File: config.mk
export PLATFORM = sky130hd
export DESIGN_NAME = rbs_exec
export DESIGN_NICKNAME = d
export VERILOG_FILES = /design/src/design/phase_gen.v /design/src/design/rbs_exec.v
export VERILOG_INCLUDE_DIRS = /design/src /design/src/design
export SDC_FILE = /design/constraint.sdc
export NUM_CORES = 1
export LEC_CHECK = 0
export ABC_AREA = 1
export BUFFER_PORTS_ARGS = -buffer_cell sky130_fd_sc_hd__buf_2
export CAP_MARGIN = 20
export CORE_ASPECT_RATIO = 0.75
export CORE_MARGIN = 10
export CORE_UTILIZATION = 34
export CTS_BUF_LIST = sky130_fd_sc_hd__clkbuf_2
export CTS_CLUSTER_SIZE = 14
export DETAILED_ROUTE_END_ITERATION = 7
export PLACE_DENSITY = 0.65
export SYNTH_ARGS = -nofsm -noshare
export SYNTH_HDL_FRONTEND = slang
export SYNTH_SLANG_ARGS = --single-unit
File: constraint.sdc
create_clock -name ref_clk -period 4.45 [get_ports ref_clk]
set_clock_uncertainty 0.05 [all_clocks]
set_input_delay 0.89 -clock ref_clk [delete_from_list [all_inputs] [get_ports ref_clk]]
set_output_delay 0.89 -clock ref_clk [all_outputs]
set_load 0.005 [all_outputs]
File: src/design/rbs_exec_map.vh
// Constants for the relative branch and bit-set execution block
// Functional notes
// - A word whose top four bits are 1101 is an unconditional relative branch with an 11-bit signed offset from -1024 to 1023.
// - The branch target is the incremented program counter plus twice the signed offset.
// - The branch takes two instruction cycles, writes the program counter in the last phase of the first, idles in the second and touches no status flag.
// - A word 1000 bbba ffff ffff sets bit b of register f in one cycle: read in phase two, set in phase three, write in phase four, no flag change.
// - With the a bit zero the bit-set uses the access bank, with it one the bank select register picks the bank.
// - With the extended set on and a zero, a bit-set operand of at most 95 uses indexed literal offset addressing.
`ifndef RBS_EXEC_MAP_VH
`define RBS_EXEC_MAP_VH
`define OPC_BRANCH      4'hD
`define OPC_BITSET      4'h8
`define OPC_HI          15
`define OPC_LO          12
`define OFS_HI          10
`define BIT_HI          11
`define BIT_LO          9
`define ABIT_POS        8
`define ILO_LIMIT       8'h5F
`define ACC_SPLIT       8'h60
`define ACC_BANK_LO     4'h0
`define ACC_BANK_HI     4'hF
`define PC_RESET        21'h000000
`define IR_RESET        16'h0000
`define WORK_RESET      8'h00
`define ADDR_RESET      12'h000
`define FLD_HI          7
`define SET_ONE         8'h01
`define PHASE_Q1        4'h1
`define PHASE_Q2        4'h2
`define PHASE_Q3        4'h4
`define PHASE_Q4        4'h8
`endif

File: src/design/phase_gen.v
// Four-phase instruction cycle generator
`timescale 1ns/100ps
module phase_gen (
  // Clock and reset
  input  wire       ref_clk,
  input  wire       rst,
  // One-hot phase
  output reg  [3:0] phase
);
`include "rbs_exec_map.vh"
  // Rotate Q1..Q4
  always @(posedge ref_clk) begin
    if (rst) begin
      phase <= `PHASE_Q1;
    end else begin
      phase <= {phase[2:0], phase[3]};
    end
  end
endmodule // phase_gen

File: src/design/rbs_exec.v
// Decode and execute of unconditional branch and bit-set instructions
`timescale 1ns/100ps
module rbs_exec (
  // Clock and reset
  input  wire        ref_clk,
  input  wire        rst,
  // Instruction and core state
  input  wire [15:0] instr,
  input  wire [20:0] pc_in,
  input  wire [3:0]  bank_select_register,
  input  wire        ext_set_en,
  input  wire [11:0] fsr2_base,
  // Data memory read path
  input  wire [7:0]  rd_data,
  // Program counter write
  output reg  [20:0] pc_out,
  output reg         pc_we,
  // Data memory access
  output reg  [11:0] dm_addr,
  output reg         dm_re,
  output reg  [7:0]  wr_data,
  output reg         dm_we,
  // Status and sequencing
  output reg         status_we,
  output reg         flush,
  output reg  [3:0]  phase_out
);
`include "rbs_exec_map.vh"
  localparam ST_EXEC = 2'b01;
  localparam ST_NOP  = 2'b10;

  wire [3:0]  phase;
  reg  [1:0]  state;
  reg  [1:0]  next_state;
  reg  [15:0] ir;
  reg  [7:0]  work;
  wire        is_branch;
  wire        is_bitset;
  wire [20:0] ofs_ext;
  wire [7:0]  fld;
  wire        abit;
  wire [2:0]  bsel;
  reg  [11:0] next_addr;
  // Phase strobes and addressing mode
  wire        exec_cyc;
  wire        in_q1;
  wire        in_q2;
  wire        in_q3;
  wire        in_q4;
  wire        use_bank_reg;
  wire        use_indexed;
  wire        use_acc_hi;
  wire [11:0] ilo_addr;
  // Datapath results
  wire [7:0]  set_mask;
  wire [7:0]  next_work;
  wire [20:0] next_pc;
  genvar      gi;

  // Phase rotation shared by both instructions
  phase_gen u_phase (
    .ref_clk (ref_clk),
    .rst     (rst),
    .phase   (phase)
  );

  // Opcode decode of the latched word
  assign is_branch = ir[`OPC_HI:`OPC_LO] == `OPC_BRANCH;
  assign is_bitset = ir[`OPC_HI:`OPC_LO] == `OPC_BITSET;
  // Sign-extended word offset doubled
  assign ofs_ext = {{9{ir[`OFS_HI]}}, ir[`OFS_HI:0], 1'b0};
  // Operand fields of the bit-set word
  assign fld  = ir[`FLD_HI:0];
  assign abit = ir[`ABIT_POS];
  assign bsel = ir[`BIT_HI:`BIT_LO];

  // Phase strobes, live only in an executing cycle
  assign exec_cyc = (state == ST_EXEC);
  assign in_q1    = exec_cyc && (phase == `PHASE_Q1);
  assign in_q2    = exec_cyc && (phase == `PHASE_Q2);
  assign in_q3    = exec_cyc && (phase == `PHASE_Q3);
  assign in_q4    = exec_cyc && (phase == `PHASE_Q4);

  // Addressing mode of the bit-set operand
  assign use_bank_reg = abit;
  assign use_indexed  = !abit && ext_set_en && (fld <= `ILO_LIMIT);
  assign use_acc_hi   = (fld >= `ACC_SPLIT);
  // Indexed offset wraps inside the 12-bit data space, no carry out
  assign ilo_addr = fsr2_base + {4'h0, fld};

  // Bank and address selection for bit-set
  always @* begin
    if (use_bank_reg) begin
      next_addr = {bank_select_register, fld};
    end else if (use_indexed) begin
      next_addr = ilo_addr;
    end else if (use_acc_hi) begin
      next_addr = {`ACC_BANK_HI, fld};
    end else begin
      next_addr = {`ACC_BANK_LO, fld};
    end
  end

  // Per-bit set: the selected bit is forced high, the rest pass
  assign set_mask = `SET_ONE << bsel;
  generate
    for (gi = 0; gi < 8; gi = gi + 1) begin : g_set
      assign next_work[gi] = rd_data[gi] | set_mask[gi];
    end
  endgenerate

  // Branch target from the already incremented address
  assign next_pc = pc_in + ofs_ext;

  // Cycle state: second cycle of a branch is a no-op
  always @* begin
    case (state)
      ST_EXEC: begin
        if (phase == `PHASE_Q4 && is_branch) begin
          next_state = ST_NOP;
        end else begin
          next_state = ST_EXEC;
        end
      end
      ST_NOP: begin
        if (phase == `PHASE_Q4) begin
          next_state = ST_EXEC;
        end else begin
          next_state = ST_NOP;
        end
      end
      default: next_state = ST_EXEC;
    endcase
  end

  // Cycle state register
  always @(posedge ref_clk) begin
    if (rst) begin
      state <= ST_EXEC;
    end else begin
      state <= next_state;
    end
  end

  // Phase seen outside, one clock behind the internal phase
  always @(posedge ref_clk) begin
    if (rst) begin
      phase_out <= `PHASE_Q1;
    end else begin
      phase_out <= phase;
    end
  end

  // Instruction latch in the decode phase; idle cycle ignores the word
  always @(posedge ref_clk) begin
    if (rst) begin
      ir <= `IR_RESET;
    end else if (in_q1) begin
      ir <= instr;
    end
  end

  // Read request and address of the bit-set operand
  always @(posedge ref_clk) begin
    if (rst) begin
      dm_addr <= `ADDR_RESET;
      dm_re   <= 1'b0;
    end else begin
      dm_re <= 1'b0;
      if (in_q2 && is_bitset) begin
        dm_addr <= next_addr;
        dm_re   <= 1'b1;
      end
    end
  end

  // Modified operand held from process to write phase
  always @(posedge ref_clk) begin
    if (rst) begin
      work <= `WORK_RESET;
    end else if (in_q3 && is_bitset) begin
      work <= next_work;
    end
  end

  // Write-back of the modified operand
  always @(posedge ref_clk) begin
    if (rst) begin
      wr_data <= `WORK_RESET;
      dm_we   <= 1'b0;
    end else begin
      dm_we <= 1'b0;
      if (in_q4 && is_bitset) begin
        wr_data <= work;
        dm_we   <= 1'b1;
      end
    end
  end

  // Program counter write and fetch flush of the branch
  always @(posedge ref_clk) begin
    if (rst) begin
      pc_out <= `PC_RESET;
      pc_we  <= 1'b0;
      flush  <= 1'b0;
    end else begin
      pc_we <= 1'b0;
      flush <= 1'b0;
      if (in_q4 && is_branch) begin
        pc_out <= next_pc;
        pc_we  <= 1'b1;
        flush  <= 1'b1;
      end
    end
  end

  // Status flags are never written by either instruction
  always @(posedge ref_clk) begin
    if (rst) begin
      status_we <= 1'b0;
    end else begin
      status_we <= 1'b0;
    end
  end
endmodule // rbs_exec

==> impl_metrics.toml <==
[die]
dieHeight_um = 121
fp.dieArea_sq_mm = 0.0187
core_area_sq_mm = 0.0132
ioPinCount = 114
start_util = 0.350
num_rows = 36
die_w_um = 154

[timing]
clock.fmax_ghz = 0.424
finalSetupViolations = 0
fin_crit_ns = 2.36
period_share = 0.530
hold_violations = 0
slew_headroom = 0.395
setup_tns_ns = 0
worst_pin_slew_ns = 0.905
drv_slew = 0
rsz0062_at_grt = "false"

[placed_design]
hpwl_mm = 10.8
io_buffers = 112
place_congestion = 0.869

[synthesis]
synth-simple-area-share = 0.294
synth_top_family_by_area = "simple AND/OR/NAND/NOR gates"
yosysTopAreaCell = "dfxtp_1"
synthAdderAreaFrac = 0.0874
synth_nets = 788
synth_edf_count = 0
yosysSeqAreaShare = 0.330
syn_area_sq_mm = 0.00461
synth-seq-cells = 76
yosys.area_share.xor_xnor = 0.0209
synthTopCellsByArea = "dfxtp_1 (33%), nand2_1 (12%), nor2_1 (8.8%)"
muxShareOfSynthArea = 0
synth-compound-area-share = 0.162
yosysWarnings = 0
netlist.area_leader.share = 0.330
synth_cells = 693
synth_async_sr_flop_share = 0
yosys_most_used_dff = "dfxtp_1"
avgSynthCellArea_sq_um = 6.65
synth_most_common_cell = "nand2_1"
synthTopCellsByCount = "nand2_1 (153), nor2_1 (108), inv_1 (89)"
yosysUniqueCellTypes = 42

[finish]
finalNetCount = 894
drive_above_1_share = 0.182
area_growth_syn_to_layout_pct = 16.6
fill_cells = 1447
multi_input_area_sq_mm = 0.00261
regArea_sq_mm = 0.00152

[grt]
grt_max_degree = 37
antenna_found_initial = 3
grt-ovfl-total = 0
grt_util_all_layers = 0.142
grt_pass1_vias = 4312
grt_pass1_wl_mm = 21.8

[critical_path]
cp-start-kind = "register"
path_delay_family = "simple AND/OR/NAND/NOR gates"
rr_startpoint = "state[1]$_SDFF_PP0_"
worstReg2RegEnd = "dm_addr[1]$_SDFFE_PP0P_"
cp_num_buf_inv = 3
rrSetupSlack_ns = 2.09
worst_path_most_repeated_cell = "inv_1"
endpoint_kind = "register"
slowest_stage = "nor2_2"
cpPeakStageDelay_ns = 0.44
cp.arrival_ns = 2.82
cp_max_fo = 12
worst-r2r-cell-count = 10
crit_chain = "inv_1, ha_1, inv_1, nor3_2, nand3_1, nor2_2, inv_1, a21oi_1, o21ai_0, a21oi_1"
worstPathRequired_ns = 4.91
worstSetupPathType = "reg2reg"

[power]
power_frac_comb = 0.254
leakage_nw = 2.86
seqPwrFrac = 0.507
power.total_mw = 1.43
power.share.clock = 0.239
p_sw_uw = 518
swShare = 0.362
powerDensity_mw_per_mm2 = 266
intPower_uw = 912
irDropWorstVdd_uv = 105

[clocking]
cts_root_buf = "clkbuf_2"
insertion_delay_ns = 0.57
cts_setup_buffers = 0
postCtsHoldBufs = 0
clk_pin_slew_ns = 0.24
cts_max_level = 3
cts_tree = "built"
cts_buffers = 9
cts_buffer_depth = 2
cts_resized = 0
cts.sinks = 76

[worst_hold_path]
hold_path_end = "dm_addr[1]$_SDFFE_PP0P_"
min_from = "dm_addr[1]$_SDFFE_PP0P_"
hold_path.class = "reg2reg"
holdPathStages = 2

[route]
drc = 0
wl_met2_mm = 5.56
wl_per_cell_um = 13.9
first_iter_violations = 310
wl_met1_mm = 6.88
wl_met3_um = 987
dr.pass1.iters = 5
via_per_inst = 4.66
antenna_left = 0
top_layer = "met5"
wl_mm = 13.6
vias = 4550

[run_status]
status = "completed"

[job]
cap_violations = 0
==> stage by stage <==
stage               hold WS (ns)  setup slack, ns  std cells  utilization  cell area [sq um]
finish                     0.434             2.09        976        0.409               5380
global route               0.462             1.86        976        0.409               5380
CTS                        0.436             2.09        975        0.408               5370
detailed placement         0.411             1.80        959        0.402               5280
global placement           0.405             1.83        959        0.402               5280
floorplan                  0.390             2.13        693            -               4610
==> power groups by stage <==
stage,Clock (mW),Combinational [mW],Sequential [mW]
CTS,0.357,0.361,0.725
global placement,0,0.360,0.738
finish,0.342,0.364,0.725
detailed placement,0,0.358,0.739
global route,0.382,0.416,0.729
floorplan,0,0.260,0.730
==> cell usage in the layout, fill, tap and decap left out, types with 2 or more instances in the layout <==
| cell | instances |
|---|---|
| fa_1 | 2 |
| nand3_1 | 48 |
| inv_6 | 2 |
| a21oi_2 | 3 |
| clkinv_2 | 3 |
| nor2_1 | 108 |
| xor2_1 | 4 |
| o211ai_2 | 2 |
| o21a_1 | 10 |
| o21ai_1 | 6 |
| buf_4 | 3 |
| dfxtp_1 | 76 |
| nand4_1 | 5 |
| inv_1 | 88 |
| a31oi_1 | 2 |
| inv_2 | 2 |
| nor3_1 | 4 |
| clkinv_1 | 3 |
| xnor2_1 | 7 |
| nand2_1 | 153 |
| o21ai_0 | 49 |
| o21bai_1 | 2 |
| buf_2 | 112 |
| a21o_1 | 3 |
| o31ai_1 | 4 |
| ha_1 | 29 |
| clkbuf_2 | 10 |
| a21oi_1 | 50 |
==> worst max path at each step <==
stage,cells past startpoint,end,start
after floorplan,12,pc_out[13]$_SDFFE_PP0P_,pc_in[1]
after global placement,13,pc_out[13]$_SDFFE_PP0P_,pc_in[1]
after detailed placement,13,pc_out[13]$_SDFFE_PP0P_,pc_in[1]
after CTS,10,dm_addr[1]$_SDFFE_PP0P_,state[1]$_SDFF_PP0_
after global routing,10,dm_addr[1]$_SDFFE_PP0P_,state[1]$_SDFF_PP0_
final,10,dm_addr[1]$_SDFFE_PP0P_,state[1]$_SDFF_PP0_
==> worst register-to-register path, cell delays in order (launching register included) <==
cell     delay [ns]
dfxtp_1        0.37
inv_1          0.06
ha_1           0.24
inv_1          0.09
nor3_2         0.11
nand3_1        0.12
nor2_2         0.44
inv_1          0.36
a21oi_1        0.20
o21ai_0        0.13
a21oi_1        0.13
==> kinds of logic (layout without fill, tap and decap cells) <==
family,after synthesis,in the layout
buffers and inverters,114,225
adder cells (fa/ha/maj),31,31
other,1,2
flip-flops,76,76
AO/OA/AOI/OAI,133,133
XOR/XNOR,11,11
AND/OR/NAND/NOR,327,327
==> routing by layer <==
metal	vias up	track usage
met5	-	0
met4	4	0.0412
met3	14	0.0450
met2	111	0.209
met1	1977	0.194
li1	2444	-
==> final cells by class <==
cell class | instances | share of cell area
Antenna cell | 1 | 0.000466
Clock buffer | 10 | 0.00931
Clock inverter | 6 | 0.00745
Inverter | 94 | 0.0666
Multi-Input combinational cell | 503 | 0.485
Sequential cell | 76 | 0.283
Tap cell | 171 | 0.0398
Timing Repair Buffer | 115 | 0.108
==> state kept, by name (all words and copies together), names as in the netlist, 2 cells and up <==
signal         flops
wr_data            8
phase_out          3
pc_out            21
work               8
ir                16
dm_addr           12
state              2
u_phase.phase      3
Power figures use the tool's default switching activity.
